## config.mk

```make
export PLATFORM = sky130hd
export DESIGN_NAME = agc_noise_gate_status_regs
export DESIGN_NICKNAME = d
export VERILOG_FILES = /design/src/agc_gate_pkg.sv /design/src/agc_gate_detect.sv /design/src/agc_noise_gate_status_regs.sv
export SDC_FILE = /design/constraint.sdc
export NUM_CORES = 1
export LEC_CHECK = 0
export ABC_CLOCK_PERIOD_IN_PS = 6600
export BUFFER_PORTS_ARGS = -buffer_cell sky130_fd_sc_hd__buf_2
export CORE_MARGIN = 2
export CORE_UTILIZATION = 61
export CTS_CLUSTER_DIAMETER = 120
export CTS_CLUSTER_SIZE = 28
export DETAILED_ROUTE_END_ITERATION = 7
export PLACE_DENSITY_LB_ADDON = 0.25
export SLEW_MARGIN = 20
export SYNTH_ARGS = -nofsm -noshare
export SYNTH_HDL_FRONTEND = slang
export SYNTH_SLANG_ARGS = --single-unit
```

## constraint.sdc

```tcl
create_clock -name i_ref_clk -period 6.6 [get_ports i_ref_clk]
set_input_delay 0.99 -clock i_ref_clk [delete_from_list [all_inputs] [get_ports i_ref_clk]]
set_output_delay 0.99 -clock i_ref_clk [all_outputs]
set_load 0.03 [all_outputs]
```

## src/agc_gate_pkg.sv

```systemverilog
`default_nettype none

package agc_gate_pkg;

  // Register offsets on the control port.
  localparam logic [7:0] ADDR_R_GATE = 8'h1f;
  localparam logic [7:0] ADDR_L_GAIN = 8'h20;
  localparam logic [7:0] ADDR_R_GAIN = 8'h21;
  localparam logic [7:0] ADDR_L_DEB = 8'h22;
  localparam logic [7:0] ADDR_R_DEB = 8'h23;
  localparam logic [7:0] ADDR_FLAGS = 8'h24;

  // Reset values of the stored and captured registers.
  localparam logic [7:0] GATE_RST = 8'h00;
  localparam logic [7:0] DEB_RST = 8'h00;
  localparam logic [7:0] GAIN_RST = 8'h00;
  localparam logic [7:0] UNMAPPED_RD = 8'h00;

  // Noise gate control layout: hysteresis, threshold, clip stepping.
  typedef struct packed {
    logic [1:0] hyst;
    logic [4:0] thr;
    logic clip;
  } gate_ctrl_s;

  // Debounce layout: noise debounce over signal debounce.
  typedef struct packed {
    logic [4:0] noise;
    logic [2:0] sig;
  } debounce_s;

  // Per-channel flag nibble, top bit first.
  typedef struct packed {
    logic pga_ok;
    logic adc_up;
    logic noise;
    logic sat;
  } chan_flags_s;

  // Live state of one channel from the AGC core and ADC.
  typedef struct packed {
    logic [7:0] agc_gain;
    logic [6:0] max_gain;
    logic [6:0] pga_applied;
    logic [6:0] pga_prog;
    logic adc_up;
    logic [6:0] level;
  } chan_in_s;

  // Debounce time base: one tick every half millisecond.
  localparam int CLK_PERIOD_PS = 5000;
  localparam int HALF_MS_PS = 500000000;
  localparam int HALF_MS_CYC = HALF_MS_PS / CLK_PERIOD_PS;

  // Noise threshold in dB below full scale: base, step.
  localparam logic [7:0] THR_BASE_DB = 8'h1e;
  localparam logic [7:0] THR_STEP_DB = 8'h02;

  // Highest gain code, also the clamp of the max gain limit.
  localparam logic [6:0] MAX_GAIN_CEIL = 7'h77;

  // Noise debounce decode: exponential part, linear part, cap.
  localparam logic [4:0] NDEB_LIN_FIRST = 5'h08;
  localparam logic [4:0] NDEB_LIN_BASE = 5'h07;
  localparam logic [4:0] NDEB_CAP_CODE = 5'h1e;
  localparam logic [11:0] NDEB_LIN_TICKS = 12'h080;
  localparam logic [11:0] NDEB_CAP_TICKS = 12'hc00;
  localparam int TICK_W = 12;

endpackage

`default_nettype wire

```

## src/agc_gate_detect.sv

```systemverilog
`timescale 1ns/1ps
`default_nettype none

module agc_gate_detect (
  // Clock and reset.
  input wire logic i_ref_clk,
  input wire logic i_rstn,
  // Time base and settings.
  input wire logic i_tick,
  input wire logic i_enable,
  input wire logic [7:0] i_thr_db,
  input wire logic [1:0] i_hyst_db,
  input wire logic [11:0] i_noise_ticks,
  input wire logic [11:0] i_sig_ticks,
  // Measured level in dB below full scale.
  input wire logic [6:0] i_level,
  // Debounced state: high while the channel is below threshold.
  output logic o_noise
);

  logic noise_reg;
  logic [11:0] cnt_reg;
  logic want_noise;
  logic want_sig;
  logic pending;
  logic [11:0] target;

  // Entering noise needs the level under threshold; leaving it needs
  // the level above threshold by the hysteresis margin.
  always_comb begin
    want_noise = {1'b0, i_level} > i_thr_db;
    want_sig = ({2'b00, i_level} + {7'h00, i_hyst_db}) <
               {1'b0, i_thr_db};
    pending = noise_reg ? want_sig : want_noise;
    target = noise_reg ? i_sig_ticks : i_noise_ticks;
  end

  // A change is taken once it has held for the whole debounce time.
  always_ff @(posedge i_ref_clk or negedge i_rstn) begin
    if (!i_rstn) begin
      noise_reg <= 1'b0;
      cnt_reg <= 12'h000;
    end else if (!i_enable) begin
      noise_reg <= 1'b0;
      cnt_reg <= 12'h000;
    end else if (!pending) begin
      cnt_reg <= 12'h000;
    end else if (cnt_reg >= target) begin
      noise_reg <= ~noise_reg;
      cnt_reg <= 12'h000;
    end else if (i_tick) begin
      cnt_reg <= cnt_reg + 12'h001;
    end
  end

  assign o_noise = noise_reg;

endmodule // agc_gate_detect

`default_nettype wire

```

## src/agc_noise_gate_status_regs.sv

```systemverilog
`timescale 1ns/1ps
`default_nettype none

// Behaviour
// [RQ1] Right gate hysteresis in bits 7:6: off, then 1, 2, 3 dB.
// [RQ2] Right threshold code 0 disables detection; 1 is -30 dB, 2 dB steps.
// [RQ3] Bit 0 of right gate control enables right clip stepping.
// [RQ4] Left gain readout: applied AGC gain, two's complement half dB.
// [RQ5] Right gain readout: same encoding, up to +59.5 dB.
// [RQ6] Left noise debounce: 0 to 32 ms doubling, then 64 ms steps; the code gives codes 30 and 31 both 1536 ms.
// [RQ7] Left signal debounce: zero, then 0.5 ms doubling to 32 ms.
// [RQ8] Right noise debounce uses the same mapping as the left one.
// [RQ9] Right signal debounce: zero, then 0.5 ms doubling to 32 ms.
// [RQ10] Double rate audio mode changes the effective debounce times.
// [RQ11] Flag bits 7 and 3 show PGA applied gain equal to programmed.
// [RQ12] Flag bits 6 and 2 show left and right ADC powered up.
// [RQ13] Flag bits 5 and 1 show signal below the noise threshold.
// [RQ14] Flag bits 4 and 0 show applied gain at the maximum allowed.
// [RQ15] Maximum allowed gain is a seven-bit half dB limit per channel.
// [RQ16] Status tracks live state; reads are harmless, writes ignored.

module agc_noise_gate_status_regs #(
  parameter int P_HALF_MS_CYC = agc_gate_pkg::HALF_MS_CYC
) (
  // Clock and reset.
  input wire logic i_ref_clk,
  input wire logic i_rstn,
  // Control port register access.
  input wire logic [7:0] i_reg_addr,
  input wire logic i_reg_wr,
  input wire logic [7:0] i_reg_wdata,
  input wire logic i_reg_rd,
  output logic [7:0] o_reg_rdata,
  // Live state from the AGC core and the ADC channels.
  input wire agc_gate_pkg::chan_in_s i_left,
  input wire agc_gate_pkg::chan_in_s i_right,
  // Left gate control held in the neighbouring register.
  input wire agc_gate_pkg::gate_ctrl_s i_left_gate,
  // Mode input.
  input wire logic i_double_rate_audio,
  // Settings toward the AGC core.
  output agc_gate_pkg::gate_ctrl_s o_right_gate,
  output agc_gate_pkg::debounce_s o_left_deb,
  output agc_gate_pkg::debounce_s o_right_deb,
  // Status toward the AGC core.
  output logic [7:0] o_flags
);

  // Divider width and the end counts for the normal and double rate ticks.
  localparam int DIV_W = $clog2(P_HALF_MS_CYC + 1);
  localparam logic [DIV_W-1:0] DIV_FULL =
    DIV_W'(P_HALF_MS_CYC - 1);
  localparam logic [DIV_W-1:0] DIV_HALF =
    DIV_W'((P_HALF_MS_CYC / 2) - 1);

  // The half-rate divider needs at least two cycles per tick.
  if (P_HALF_MS_CYC < 2) begin : g_bad_div
    $error("P_HALF_MS_CYC must be at least 2");
  end

  // An odd divide would make the double rate tick period inexact.
  if ((P_HALF_MS_CYC % 2) != 0) begin : g_odd_div
    $error("P_HALF_MS_CYC must be even");
  end

  // Stored control registers.
  // All three reset to zero and change only on a write to their offset.
  agc_gate_pkg::gate_ctrl_s r_gate_reg;
  agc_gate_pkg::debounce_s l_deb_reg;
  agc_gate_pkg::debounce_s r_deb_reg;

  // Captured live state.
  // These are sampled every edge and never written through the port.
  logic [7:0] l_gain_reg;
  logic [7:0] r_gain_reg;
  agc_gate_pkg::chan_flags_s l_flags_reg;
  agc_gate_pkg::chan_flags_s r_flags_reg;

  // Read data and time base.
  logic [7:0] rdata_reg;
  logic [7:0] rdata_next;
  logic [DIV_W-1:0] div_reg;
  logic [DIV_W-1:0] div_end;
  logic tick_reg;

  // Decoded detector settings.
  logic [7:0] l_thr_db;
  logic [7:0] r_thr_db;
  logic [11:0] l_noise_ticks;
  logic [11:0] l_sig_ticks;
  logic [11:0] r_noise_ticks;
  logic [11:0] r_sig_ticks;
  logic l_noise;
  logic r_noise;

  // Write strobes, one per writable register.
  logic wr_r_gate;
  logic wr_l_deb;
  logic wr_r_deb;

  // Threshold in dB below full scale for a nonzero code.
  // The top code gives 90 dB, well inside the eight-bit result.
  function automatic logic [7:0] thr_db(input logic [4:0] code);
    logic [7:0] steps;
    steps = {3'b000, code} - 8'h01;
    return agc_gate_pkg::THR_BASE_DB +
           8'(steps * agc_gate_pkg::THR_STEP_DB);
  endfunction

  // Signal debounce in half-millisecond ticks.
  // Code one is a single tick; each higher code doubles it.
  function automatic logic [11:0] sig_ticks(input logic [2:0] code);
    logic [11:0] t;
    t = 12'h000;
    if (code != 3'b000) begin
      t = 12'h001 << (code - 3'b001);
    end
    return t;
  endfunction

  // Noise debounce in half-millisecond ticks.
  // Below code 8 the time doubles; from code 8 to code 29 it grows in equal steps.
  // The two top codes share the longest time, so nothing runs past it.
  function automatic logic [11:0] noise_ticks(input logic [4:0] code);
    logic [11:0] t;
    logic [4:0] excess;
    t = 12'h000;
    excess = code - agc_gate_pkg::NDEB_LIN_BASE;
    if (code == 5'h00) begin
      t = 12'h000;
    end else if (code < agc_gate_pkg::NDEB_LIN_FIRST) begin
      t = 12'h001 << (code - 5'h01);
    end else if (code >= agc_gate_pkg::NDEB_CAP_CODE) begin
      t = agc_gate_pkg::NDEB_CAP_TICKS;
    end else begin
      t = 12'({7'h00, excess} * agc_gate_pkg::NDEB_LIN_TICKS);
    end
    return t;
  endfunction

  // Saturation: applied gain equals the clamped limit.
  // Limit codes above the top gain code all mean that same ceiling.
  function automatic logic at_max(input logic [7:0] gain,
                                  input logic [6:0] limit);
    logic [6:0] lim;
    lim = limit;
    if (limit > agc_gate_pkg::MAX_GAIN_CEIL) begin
      lim = agc_gate_pkg::MAX_GAIN_CEIL;
    end
    return gain == {1'b0, lim};
  endfunction

  // Address decode of writes; read-only offsets get no strobe.
  // A write aimed at a gain or flag offset is thus dropped silently.
  always_comb begin
    wr_r_gate = i_reg_wr && (i_reg_addr == agc_gate_pkg::ADDR_R_GATE);
    wr_l_deb = i_reg_wr && (i_reg_addr == agc_gate_pkg::ADDR_L_DEB);
    wr_r_deb = i_reg_wr && (i_reg_addr == agc_gate_pkg::ADDR_R_DEB);
  end

  // Right noise gate control: hysteresis, threshold, clip stepping.
  // Its fields go straight out to the AGC core on o_right_gate.
  always_ff @(posedge i_ref_clk or negedge i_rstn) begin
    if (!i_rstn) begin
      r_gate_reg <= agc_gate_pkg::GATE_RST;
    end else if (wr_r_gate) begin
      r_gate_reg <= i_reg_wdata; // [RQ1] [RQ2] [RQ3]
    end
  end

  // Left debounce settings.
  // Both fields are decoded into tick counts further down.
  always_ff @(posedge i_ref_clk or negedge i_rstn) begin
    if (!i_rstn) begin
      l_deb_reg <= agc_gate_pkg::DEB_RST;
    end else if (wr_l_deb) begin
      l_deb_reg <= i_reg_wdata; // [RQ6] [RQ7]
    end
  end

  // Right debounce settings.
  // They are decoded the same way as the left register.
  always_ff @(posedge i_ref_clk or negedge i_rstn) begin
    if (!i_rstn) begin
      r_deb_reg <= agc_gate_pkg::DEB_RST;
    end else if (wr_r_deb) begin
      r_deb_reg <= i_reg_wdata; // [RQ8] [RQ9]
    end
  end

  // Double rate audio runs the detectors twice as fast, so every
  // debounce time halves against its nominal value.
  always_comb begin
    div_end = i_double_rate_audio ? DIV_HALF : DIV_FULL; // [RQ10]
  end

  // Half-millisecond tick divider. The tick is a one-cycle enable, so the
  // detectors stay on the single clock; a mode switch past the new end
  // restarts the count at once, so the first tick after it may come early.
  always_ff @(posedge i_ref_clk or negedge i_rstn) begin
    if (!i_rstn) begin
      div_reg <= '0;
      tick_reg <= 1'b0;
    end else if (div_reg >= div_end) begin
      div_reg <= '0;
      tick_reg <= 1'b1;
    end else begin
      div_reg <= div_reg + DIV_W'(1);
      tick_reg <= 1'b0;
    end
  end

  // Decode thresholds and debounce times for both detectors.
  // The left threshold comes in from the register outside this block.
  always_comb begin
    l_thr_db = thr_db(i_left_gate.thr);
    r_thr_db = thr_db(r_gate_reg.thr); // [RQ2]
    l_noise_ticks = noise_ticks(l_deb_reg.noise); // [RQ6]
    l_sig_ticks = sig_ticks(l_deb_reg.sig); // [RQ7]
    r_noise_ticks = noise_ticks(r_deb_reg.noise); // [RQ8]
    r_sig_ticks = sig_ticks(r_deb_reg.sig); // [RQ9]
  end

  // Left noise detector; a zero threshold code keeps it idle.
  // Its hysteresis also comes from outside, with the left threshold.
  agc_gate_detect u_left_detect (
    .i_ref_clk(i_ref_clk),
    .i_rstn(i_rstn),
    .i_tick(tick_reg),
    .i_enable(i_left_gate.thr != 5'h00),
    .i_thr_db(l_thr_db),
    .i_hyst_db(i_left_gate.hyst),
    .i_noise_ticks(l_noise_ticks),
    .i_sig_ticks(l_sig_ticks),
    .i_level(i_left.level),
    .o_noise(l_noise)
  );

  // Right noise detector with the hysteresis from its own register.
  // Both detectors share the one divider tick.
  agc_gate_detect u_right_detect (
    .i_ref_clk(i_ref_clk),
    .i_rstn(i_rstn),
    .i_tick(tick_reg),
    .i_enable(r_gate_reg.thr != 5'h00), // [RQ2]
    .i_thr_db(r_thr_db),
    .i_hyst_db(r_gate_reg.hyst), // [RQ1]
    .i_noise_ticks(r_noise_ticks),
    .i_sig_ticks(r_sig_ticks),
    .i_level(i_right.level),
    .o_noise(r_noise)
  );

  // Applied gain readouts follow the AGC core every cycle.
  // The readout lags the core by one edge, which keeps it on a flip-flop.
  always_ff @(posedge i_ref_clk or negedge i_rstn) begin
    if (!i_rstn) begin
      l_gain_reg <= agc_gate_pkg::GAIN_RST;
      r_gain_reg <= agc_gate_pkg::GAIN_RST;
    end else begin
      l_gain_reg <= i_left.agc_gain; // [RQ4] [RQ16]
      r_gain_reg <= i_right.agc_gain; // [RQ5] [RQ16]
    end
  end

  // Left flag nibble, rebuilt from live state every cycle.
  // No flag is ever cleared by software, so no set and clear can collide.
  always_ff @(posedge i_ref_clk or negedge i_rstn) begin
    if (!i_rstn) begin
      l_flags_reg <= '0;
    end else begin
      l_flags_reg.pga_ok <=
        i_left.pga_applied == i_left.pga_prog; // [RQ11]
      l_flags_reg.adc_up <= i_left.adc_up; // [RQ12]
      l_flags_reg.noise <= l_noise; // [RQ13]
      l_flags_reg.sat <=
        at_max(i_left.agc_gain, i_left.max_gain); // [RQ14] [RQ15]
    end
  end

  // Right flag nibble, rebuilt from live state every cycle.
  // It fills the low half of the flag byte.
  always_ff @(posedge i_ref_clk or negedge i_rstn) begin
    if (!i_rstn) begin
      r_flags_reg <= '0;
    end else begin
      r_flags_reg.pga_ok <=
        i_right.pga_applied == i_right.pga_prog; // [RQ11]
      r_flags_reg.adc_up <= i_right.adc_up; // [RQ12]
      r_flags_reg.noise <= r_noise; // [RQ13]
      r_flags_reg.sat <=
        at_max(i_right.agc_gain, i_right.max_gain); // [RQ14] [RQ15]
    end
  end

  // Read multiplexer; unknown offsets read as zero.
  // It sees the captured copies, so a read shows state one edge old.
  always_comb begin
    case (i_reg_addr)
      agc_gate_pkg::ADDR_R_GATE: begin
        rdata_next = r_gate_reg;
      end
      agc_gate_pkg::ADDR_L_GAIN: begin
        rdata_next = l_gain_reg; // [RQ4]
      end
      agc_gate_pkg::ADDR_R_GAIN: begin
        rdata_next = r_gain_reg; // [RQ5]
      end
      agc_gate_pkg::ADDR_L_DEB: begin
        rdata_next = l_deb_reg;
      end
      agc_gate_pkg::ADDR_R_DEB: begin
        rdata_next = r_deb_reg;
      end
      agc_gate_pkg::ADDR_FLAGS: begin
        rdata_next = {l_flags_reg, r_flags_reg};
      end
      default: begin
        rdata_next = agc_gate_pkg::UNMAPPED_RD;
      end
    endcase
  end

  // Read data is captured on a read strobe and held after it; a read
  // changes no state anywhere else in the block.
  always_ff @(posedge i_ref_clk or negedge i_rstn) begin
    if (!i_rstn) begin
      rdata_reg <= agc_gate_pkg::UNMAPPED_RD;
    end else if (i_reg_rd) begin
      rdata_reg <= rdata_next; // [RQ16]
    end
  end

  // Every output is a flip-flop.
  // The core sees a written setting on the edge after the write.
  assign o_reg_rdata = rdata_reg;
  assign o_right_gate = r_gate_reg;
  assign o_left_deb = l_deb_reg;
  assign o_right_deb = r_deb_reg;
  assign o_flags = {l_flags_reg, r_flags_reg};

endmodule // agc_noise_gate_status_regs

`default_nettype wire

```

==> results of run 1 <==
-- kinds of logic (layout without fill, tap and decap cells) --
logic type | count (synthesis) | after routing | synth area share [%]
AOI/OAI and AO/OA | 155 | 155 | 14.29
xor gates and xnor gates | 78 | 78 | 9.264
adders and majority gates | 82 | 82 | 14.12
buffers and inverters | 56 | 190 | 3.156
DFF | 100 | 100 | 33.93
muxes | 32 | 32 | 5.395
and+or+nand+nor | 294 | 294 | 19.85
-- through the flow --
stage                     hold WS [ns]  setup WS (ns)
after floorplan                 0.3519          2.847
after global placement          0.4992          2.526
after detailed placement        0.5221          2.446
after CTS                       0.5325          2.703
after global routing            0.5603          2.279
final                           0.5278          2.678
-- per-layer routing --
metal	track usage (%)	part of all wire, %
met1	34.92	44
met2	44.80	49
met3	5.154	4.3
met4	9.431	2.4
met5	0	0
-- worst paths after layout --
| check | to | cells past startpoint | start | slack (ns) |
|---|---|---|---|---|
| setup / recovery | u_left_detect.cnt_reg[6] | 14 | o_left_deb[3] | 2.68 |
| hold / removal | div_reg[0] | 1 | div_reg[0] | 0.53 |
| setup reg to reg | u_left_detect.cnt_reg[6] | 14 | o_left_deb[3] | 2.68 |
| hold reg to reg | div_reg[0] | 1 | div_reg[0] | 0.53 |
| max in group asynchronous | l_gain_reg[3] | 2 | i_rstn | 4.87 |
| min in group asynchronous | div_reg[4] | 1 | i_rstn | 0.57 |
-- power breakdown --
part	total, W	switching [W]	leakage (nW)	internal, W
Clock	0.000559	0.000251	0.147	0.000308
Sequential	0.000681	0.0000432	1.31	0.000638
Combinational	0.000376	0.000223	2.57	0.000153
Total	0.00162	0.000518	4.03	0.00110
-- cell usage after synthesis (all sizes together) (10+ instances only) --
| master | number |
|---|---|
| dfrtp | 100 |
| nor2 | 99 |
| ha | 80 |
| nand2 | 59 |
| xor2 | 46 |
| a21oi | 42 |
| inv | 32 |
| xnor2 | 32 |
| mux2 | 28 |
| o21ai | 25 |
| nand4 | 24 |
| nand3 | 21 |
| a22oi | 18 |
| nor3 | 18 |
| clkbuf | 14 |
| and3 | 13 |
| nand2b | 11 |
| nor2b | 11 |
| buf | 10 |
-- cell type report --
class	count	area, µm²	area share (%)
clock buffers	10	239.0	2.817
clock inverters	6	70.07	0.8260
inverters	32	120.1	1.416
multi-input cells	641	4652	54.84
flip-flops and latches	100	2502	29.50
well taps	147	183.9	2.168
repair buffers	142	715.7	8.437
==> summary.md, run 1 <==
| Metric | Value |
|---|---|
| Cells after Synth | 797 |
| Dpl hpwl | 12.70 mm |
| Async SR Flop Fraction | 100.0% |
| Critical Path End Type | register |
| Post-synth EDFFs | 0 |
| Top-area cell type share of the netlist area | about a third |
| CP Class | register to register |
| Clock skew | 0.009237 ns |
| Fmax | 255.0 MHz |
| Worst skew pair latency | 0.36 ns |
| Pwr/cell area | 190.5 nW/µm² |
| CTS tree | done |
| # DRC | 0 |
| Die H | around 110 µm |
| Initial antenna violation count | 0 |
| Final-report setup violation count | 0 |
| Gr ovfl total | 0 |
| Total Power | 0.001616 W |
| Mapped Avg Cell Area | 9.253 µm² |
| CP most frequent cell | a21oi_1 |
| CP Max Fanout | 12 |
| Status | complete, no violations |
| CTS Root Cell | clkbuf_16 |
| Fin cells | 1078 |
| Final Hold Viols | 0 |
| Placed Instances | 1062 |
| Clock transition at path regs | 0.07 ns |
| Fill count | a little over 900 |
| GRT Total Usage | 26.80% |
| Sequential share of the synthesized area | approximately 34% |
| WP buf/inv | 1 |
| Total wire length | around 17 mm |
| Starting Density | 61.91% |
| Hold Crit Class | register to register |
| Num rows | 40 |
| Synth Flop Type | dfrtp_1 |
| # Max-Cap Violations | 0 |
| Detailed-router iteration count before antenna repair | 5 |
| Vias in the first global route | a little under 6000 |
| Largest net degree at the start of global routing | 67 |
| Worst setup SP type | register |
| CTS max path bufs | 2 |
| Syn_nets | 982 |
| Top cells by area, synth | dfrtp_1 (34%), ha_1 (14%), xor2_1 (5.5%) |
| Setup TNS | 0 ns |
| Post-layout util | roughly 71% |
| Final Cycle Share | between 50 and 60% |
| Core Area | 11910 µm² |
| CP Cell Sequence | inv_1 -> ha_1 -> nor2b_1 -> a21oi_1 -> o22ai_1 -> o21ai_0 -> nor4_1 -> a21oi_1 -> ha_1 -> a21oi_1 -> a211oi_1 -> o32a_1 -> a211o_1 -> nor2_1 |
| Final Cell Area | 8483 µm² |
| # hold bufs at CTS | 0 |
| Post-Syn Area | 7375 µm² |
| Nets | 1111 |
| Fin crit period | 3.922 ns |
| Number of library cell types mapped by synthesis | 67 |
| Dpl cell area | 8168 µm² |
| Die Area | 12980 µm² |
| Most common library cell in the layout ignoring fill and taps | buf_2 |
| Slowest CP cell | dfrtp_1 |
| Critical path data required time | 6.89 ns |
| CP max stage delay | 0.54 ns |
| P_leak | 4.027 nW |
| Commonest non-fill, non-tap cells in the layout | buf_2 (140), dfrtp_1 (100), nor2_1 (98), ha_1 (80), nand2_1 (59) |
| Peak VDD IR | approximately 0.19 mV |
| Clock sink count | 100 |
| Post-cts resize count | 0 |
| WP data arrival | around 4.2 ns |
| WL/cell | ~16 µm |
| Routability cong. | 0.8888 |
| Max reg flops | 17 |
| Area growth syn-to-layout | 15.03% |
| CP delay by family, top | compound AO/OA/AOI/OAI gates |
| Routed Antenna Nets | 0 |
| Cell accounting for the most synthesized area | dfrtp_1 |
| Share of layout cells above drive strength 1 | 22.02% |
| Io pins | roughly 140 |
| # Post-CTS Setup Buffers | 0 |
| Ant diodes | 0 |
| Global-route wire length before repair | between 20 and 30 mm |
| Unrepaired setup endpoints after global routing | no |
| Chip width | between 100 and 150 µm |
| Number of synthesized register bits | 100 |
| Total number of vias | 6383 |
| DRT iter0 DRCs | 522 |
| PortBufs | 141 |
| Vias/cell | between 5 and 6 |
| Total CTS buffers | 9 |
| Worst-margin pin slew | 0.8099 ns |
| Final-report max-slew violation count | 0 |
| Rel. slew slack | between 40% and 50% |
| Ys Warns | 0 |
| H-tree Lvls | 3 |
Note: power is estimated with default switching activity, not from simulation.
==> inputs of run 2 (changes only) <==
--- a/config.mk
+++ b/config.mk
@@ -5,10 +5,10 @@
 export SDC_FILE = /design/constraint.sdc
 export NUM_CORES = 1
 export LEC_CHECK = 0
-export ABC_CLOCK_PERIOD_IN_PS = 6600
+export ABC_CLOCK_PERIOD_IN_PS = 3500
 export BUFFER_PORTS_ARGS = -buffer_cell sky130_fd_sc_hd__buf_2
 export CORE_MARGIN = 2
-export CORE_UTILIZATION = 61
+export CORE_UTILIZATION = 51
 export CTS_CLUSTER_DIAMETER = 120
 export CTS_CLUSTER_SIZE = 28
 export DETAILED_ROUTE_END_ITERATION = 7
==> constraint.sdc (replaced) <==
create_clock -name i_ref_clk -period 3.5 [get_ports i_ref_clk]
set_input_delay 0.525 -clock i_ref_clk [delete_from_list [all_inputs] [get_ports i_ref_clk]]
set_output_delay 0.525 -clock i_ref_clk [all_outputs]
set_load 0.03 [all_outputs]
==> summary.md, run 2 (synthesis results as in run 1) <==
| Metric | Value |
|---|---|
| Status | complete, no violations |
| Core Area | 13990 µm² |
| H-tree Lvls | 3 |
| Ant diodes | 0 |
| Critical path data required time | 3.79 ns |
| Io pins | 143 |
| Routability cong. | 0.8677 |
| Final-report max-slew violation count | 0 |
| Fmax | about 300 MHz |
| # DRC | 0 |
| Vias in the first global route | just over 6000 |
| Dpl hpwl | 13.82 mm |
| Setup TNS | 0 ns |
| Total wire length | 18.23 mm |
| Vias/cell | about 5.7 |
| Most common library cell in the layout ignoring fill and taps | buf_2 |
| Detailed-router iteration count before antenna repair | 7 |
| PortBufs | about 140 |
| Fin crit period | roughly 3.3 ns |
| P_leak | about 4.2 nW |
| Starting Density | 52.72% |
| Worst skew pair latency | 0.36 ns |
| CTS Root Cell | clkbuf_16 |
| CP Max Fanout | 6 |
| Post-layout util | 63.31% |
| CTS max path bufs | 2 |
| Hold Crit Class | input pin to register |
| DRT iter0 DRCs | 379 |
| Rel. slew slack | between 40% and 50% |
| Critical Path End Type | register |
| Final Cycle Share | between 90 and 100% |
| Fin cells | between 1000 and 1500 |
| Nets | 1141 |
| Final Cell Area | 8856 µm² |
| Pwr/cell area | 349.3 nW/µm² |
| Post-layout worst setup margin | 0.1588 ns |
| Worst slack, placed | -0.05785 ns |
| Die H | about 120 µm |
| Commonest non-fill, non-tap cells in the layout | buf_2 (140), dfrtp_1 (95), nor2_1 (94), ha_1 (77), nand2_1 (59) |
| CP Class | register to register |
| Placed Instances | ~1100 |
| HP Start | i_left[7] |
| Worst setup SP type | register |
| Gr ovfl total | 0 |
| Clock skew | 0.008587 ns |
| WP data arrival | 3.63 ns |
| Max reg flops | 17 |
| Total number of vias | 6466 |
| Chip width | 124.3 µm |
| Dpl cell area | roughly 8400 µm² |
| # hold bufs at CTS | 0 |
| # Max-Cap Violations | 0 |
| Die Area | 15440 µm² |
| Share of layout cells above drive strength 1 | about a quarter |
| Total CTS buffers | 9 |
| Clock transition at path regs | 0.07 ns |
| Reg2reg start | o_right_deb[4] |
| Final-report setup violation count | 0 |
| Final Hold Viols | 0 |
| Num rows | 43 |
| Peak VDD IR | around 0.23 mV |
| CTS tree | done |
| Routed Antenna Nets | 0 |
| Initial antenna violation count | 0 |
| Crit. Startpoint | o_right_deb[4] |
| Clock sink count | 100 |
| Area growth syn-to-layout | 20.09% |
| WL/cell | 15.98 µm |
| Largest net degree at the start of global routing | 67 |
| Global-route wire length before repair | 30.17 mm |
| GRT Total Usage | 23.60% |
| Worst-margin pin slew | 0.8351 ns |
[run 2: cell type report]
| cell class | instances | area, µm² |
|---|---|---|
| well taps | 180 | 225.2 |
| clock buffers | 12 | 246.5 |
| clock inverters | 4 | 56.30 |
| repair buffers | 171 | 945.9 |
| inverters | 32 | 120.1 |
| fillers | 1207 | 5132 |
| multi-input cells | 642 | 4753 |
| flip-flops and latches | 100 | 2509 |
[run 2: worst paths after layout]
check | end | slack (ns) | cells past startpoint
min | o_flags[6] | 0.27 | 1
min reg2reg | div_reg[0] | 0.53 | 1
min in group asynchronous | div_reg[1] | 0.28 | 1
max reg2reg | u_right_detect.cnt_reg[5] | 0.16 | 13
max in group asynchronous | o_left_deb[3] | 2.54 | 2
max | u_right_detect.cnt_reg[5] | 0.16 | 13
[run 2: layer usage]
metal / global-route usage, % / vias to the layer above / part of all wire, %
met5: 0 / - / 0
met4: 5.948 / 0 / 1.6
met3: 4.210 / 21 / 4.8
met2: 40.05 / 165 / 49
met1: 31.35 / 3086 / 45
li1: - / 3194 / -
[run 2: per-stage QoR]
step / power [W] / hold WS [ns]
finish: 0.003094 / 0.2718
global route: 0.003259 / 0.2606
CTS: 0.003072 / 0.2684
detailed placement: 0.002038 / 0.5208
global placement: 0.002018 / 0.5170
floorplan: 0.001754 / 0.2294
[run 2: worst max-delay path: stages (launching register included)]
cell and delay (ns):
dfrtp_2 0.45, or3_4 0.42, nor2_1 0.11, a21oi_1 0.06
o32a_1 0.22, nor2_4 0.15, a21oi_2 0.07, ha_1 0.33
a21o_1 0.19, a21oi_1 0.15, a21oi_1 0.12, a2111oi_4 0.41
or3b_4 0.49, nor2_1 0.12
[run 2: report_power, final]
part,switching [W],internal (W),total [W],leakage [nW]
Combinational,0.000464,0.000329,0.000793,2.74
Sequential,0.0000631,0.00120,0.00127,1.31
Clock,0.000454,0.000580,0.00103,0.147
Total,0.000981,0.00211,0.00309,4.19
[run 2: repair_timing]
| item | 4_1_cts | 5_1_grt |
|---|---|---|
| pin swaps | 1 | 9 |
| hold endpoints to repair | 0 | 0 |
| cloned | 1 | 0 |
| buffers inserted | 0 | 4 |
| resized for setup | 2 | 23 |
| setup endpoints to repair | 12 | 26 |
==> inputs of run 3 (changes only) <==
--- a/config.mk
+++ b/config.mk
@@ -5,10 +5,11 @@
 export SDC_FILE = /design/constraint.sdc
 export NUM_CORES = 1
 export LEC_CHECK = 0
+export ABC_AREA = 1
 export ABC_CLOCK_PERIOD_IN_PS = 3500
 export BUFFER_PORTS_ARGS = -buffer_cell sky130_fd_sc_hd__buf_2
 export CORE_MARGIN = 2
-export CORE_UTILIZATION = 51
+export CORE_UTILIZATION = 52
 export CTS_CLUSTER_DIAMETER = 120
 export CTS_CLUSTER_SIZE = 28
 export DETAILED_ROUTE_END_ITERATION = 7
==> summary.md, run 3 <==
| Metric | Value |
|---|---|
| Area growth syn-to-layout | 14.96% |
| Io pins | about 140 |
| Cells after Synth | 1104 |
| Number of synthesized register bits | 100 |
| Vias/cell | 5.204 |
| Top-area cell type share of the netlist area | just over 30% |
| Register-to-Register Path Depth | 19 |
| Unrepaired setup endpoints after global routing | yes |
| Async SR Flop Fraction | 100.0% |
| FF+latch area | 2504 µm² |
| Syn_nets | between 1000 and 1500 |
| # Max-Cap Violations | 0 |
| Dpl hpwl | 15.39 mm |
| Vias in the first global route | between 6000 and 7000 |
| Rel. slew slack | between 40 and 50% |
| Most common cell in the netlist | nand2_1 |
| Commonest non-fill, non-tap cells in the layout | nand2_1 (232), inv_1 (144), nor2_1 (140), buf_2 (140), dfrtp_1 (99) |
| Num rows | between 40 and 50 |
| Post-synth top cells | nand2_1 (232), inv_1 (145), nor2_1 (140) |
| Global-route wire length before repair | 32.55 mm |
| Ant diodes | 0 |
| Critical Path End Type | register |
| CTS tree | done |
| Fill count | 1406 |
| Detailed-router iteration count before antenna repair | 4 |
| Ys Warns | 0 |
| Cell accounting for the most synthesized area | dfrtp_1 |
| Dpl cell area | 9052 µm² |
| Status | complete, no violations |
| Most common library cell in the layout ignoring fill and taps | nand2_1 |
| Final Cycle Share | between 90% and 100% |
| Worst skew pair latency | between 0.3 and 0.4 ns |
| Total CTS buffers | 9 |
| CP max stage delay | 0.47 ns |
| Multi-input gate area | 4971 µm² |
| Fmax | 316.8 MHz |
| Post-Syn Area | 8153 µm² |
| Worst-margin pin slew | 0.7511 ns |
| Worst setup SP type | register |
| GRT Total Usage | 23.98% |
| Final Hold Viols | 0 |
| CP Cell Sequence | inv_1 -> ha_1 -> inv_1 -> nand2_1 -> nand2_1 -> inv_1 -> nand3_1 -> o32ai_1 -> nand2_1 -> ha_1 -> nand2_1 -> inv_1 -> nand2_1 -> nand2_1 -> a21oi_1 -> nand3_2 -> nor2_4 -> nand2_2 -> a21oi_1 |
| Routed Antenna Nets | 0 |
| R2r setup slk | 0.34 ns |
| # hold bufs at CTS | 0 |
| CP Class | register to register |
| Die Area | 16700 µm² |
| Final Cell Area | 9373 µm² |
| CP Max Fanout | 8 |
| Post-layout util | 61.43% |
| Die H | 129.2 µm |
| WP data arrival | roughly 3.4 ns |
| Initial antenna violation count | 0 |
| Pwr/cell area | roughly 340 nW/µm² |
| Final-report setup violation count | 0 |
| R2r endpoint | u_right_detect.cnt_reg[0] |
| Critical path data required time | 3.78 ns |
| Mapped Avg Cell Area | 7.385 µm² |
| Slowest CP cell | dfrtp_2 |
| Hold Crit Class | input pin to async pin |
| Share of layout cells above drive strength 1 | around 17% |
| CTS Root Cell | clkbuf_16 |
| PortBufs | 141 |
| Top cells by area, synth | dfrtp_1 (31%), ha_1 (12%), nand2_1 (11%) |
| H-tree Lvls | 3 |
| Core Area | 15260 µm² |
| Post-synth EDFFs | 0 |
| Setup TNS | 0 ns |
| Starting Density | 53.43% |
| Clock skew | 0.008731 ns |
| Number of library cell types mapped by synthesis | 47 |
| Clock sink count | 100 |
| WP buf/inv | 4 |
| P_leak | around 4.7 nW |
| Fin crit period | 3.157 ns |
| Peak VDD IR | 0.3066 mV |
| CTS max path bufs | 2 |
| Routability cong. | just under 0.9 |
| Chip width | 129.2 µm |
| Nets | between 1000 and 1500 |
| Total number of vias | 7619 |
| Total wire length | 19.44 mm |
| DRT iter0 DRCs | 471 |
| Reg2reg start | o_right_deb[3] |
| Max reg flops | 17 |
| WL/cell | 13.28 µm |
| CP delay by family, top | simple AND/OR/NAND/NOR gates |
| Final-report max-slew violation count | 0 |
| Gr ovfl total | 0 |
| # DRC | 0 |
| Clock transition at path regs | roughly 0.080 ns |
| CP most frequent cell | nand2_1 |
| Sequential share of the synthesized area | 30.69% |
| Largest net degree at the start of global routing | 82 |
| Synth Flop Type | dfrtp_1 |
[run 3: cell types whose count changed in the layout (fill, tap and decap cells not counted), sizes merged, moves of 8 or more]
cell,previous run,this run
nand2,59,239
inv,33,154
nor2,99,154
nand3,21,68
o21ai,25,56
nand4,24,54
mux2,28,0
buf,171,148
a22oi,18,0
and3,13,0
nand2b,11,0
nor2b,11,0
nor3,18,26
[run 3: worst max path at each step]
| stage | to | cells after the start | startpoint |
|---|---|---|---|
| final | u_right_detect.cnt_reg[0] | 19 | o_right_deb[3] |
| after global routing | u_right_detect.cnt_reg[0] | 19 | o_right_deb[3] |
| after detailed placement | u_left_detect.cnt_reg[3] | 15 | o_left_deb[3] |
| after floorplan | u_right_detect.cnt_reg[0] | 18 | o_right_deb[3] |
| after global placement | u_right_detect.cnt_reg[0] | 18 | o_right_deb[3] |
| after CTS | u_right_detect.cnt_reg[0] | 18 | o_right_deb[3] |
[run 3: cell type report]
type / instances / share of cell area [%]
multi-input cells: 838 / 53.04
flip-flops and latches: 100 / 26.71
well taps: 211 / 2.817
clock inverters: 7 / 0.8277
clock buffers: 9 / 2.403
inverters: 151 / 6.047
repair buffers: 148 / 8.156
[run 3: timing repair]
item,4_1_cts,5_1_grt
endpoints found under the hold margin,0,0
endpoints found under the setup margin,0,19
gates resized for setup,0,3
setup buffers,0,1
[run 3: layer usage]
metal / wire length [µm] / global-route usage [%] / up-vias / part of all wire [%]
met2: 9100 / 40.03 / 180 / 47
met3: 946 / 4.377 / 20 / 4.9
li1: - / - / 3934 / -
met5: 0 / 0 / - / 0
met1: 9192 / 33.04 / 3485 / 47
met4: 204 / 4.348 / 0 / 1.0
[run 3: logic make-up (layout without fill, tap and decap cells)]
logic type	count (synthesis)	after routing	share of synthesized area [%]
mux	1	1	0.1228
flops	100	100	30.69
xor+xnor	76	76	8.349
fa+ha+maj	82	82	12.77
buf+inv	166	315	8.395
compound gates	121	121	8.257
simple gates	558	558	31.42
[run 3: through the flow]
stage               total power (W)  worst slack [ns]  hold WS (ns)  std cells
global route               0.003368          -0.01995        0.2783       1464
finish                     0.003171            0.3432        0.1936       1464
global placement           0.002157            0.4149        0.4871       1447
floorplan                  0.001911            0.5865        0.2294       1104
detailed placement         0.002174            0.3590        0.4931       1447
CTS                        0.003186            0.3211        0.2743       1463
[run 3: report_power, final]
part | switching [W] | internal (W) | total [W]
Clock | 0.000506 | 0.000508 | 0.00101
Sequential | 0.0000749 | 0.00121 | 0.00129
Combinational | 0.000575 | 0.000294 | 0.000870
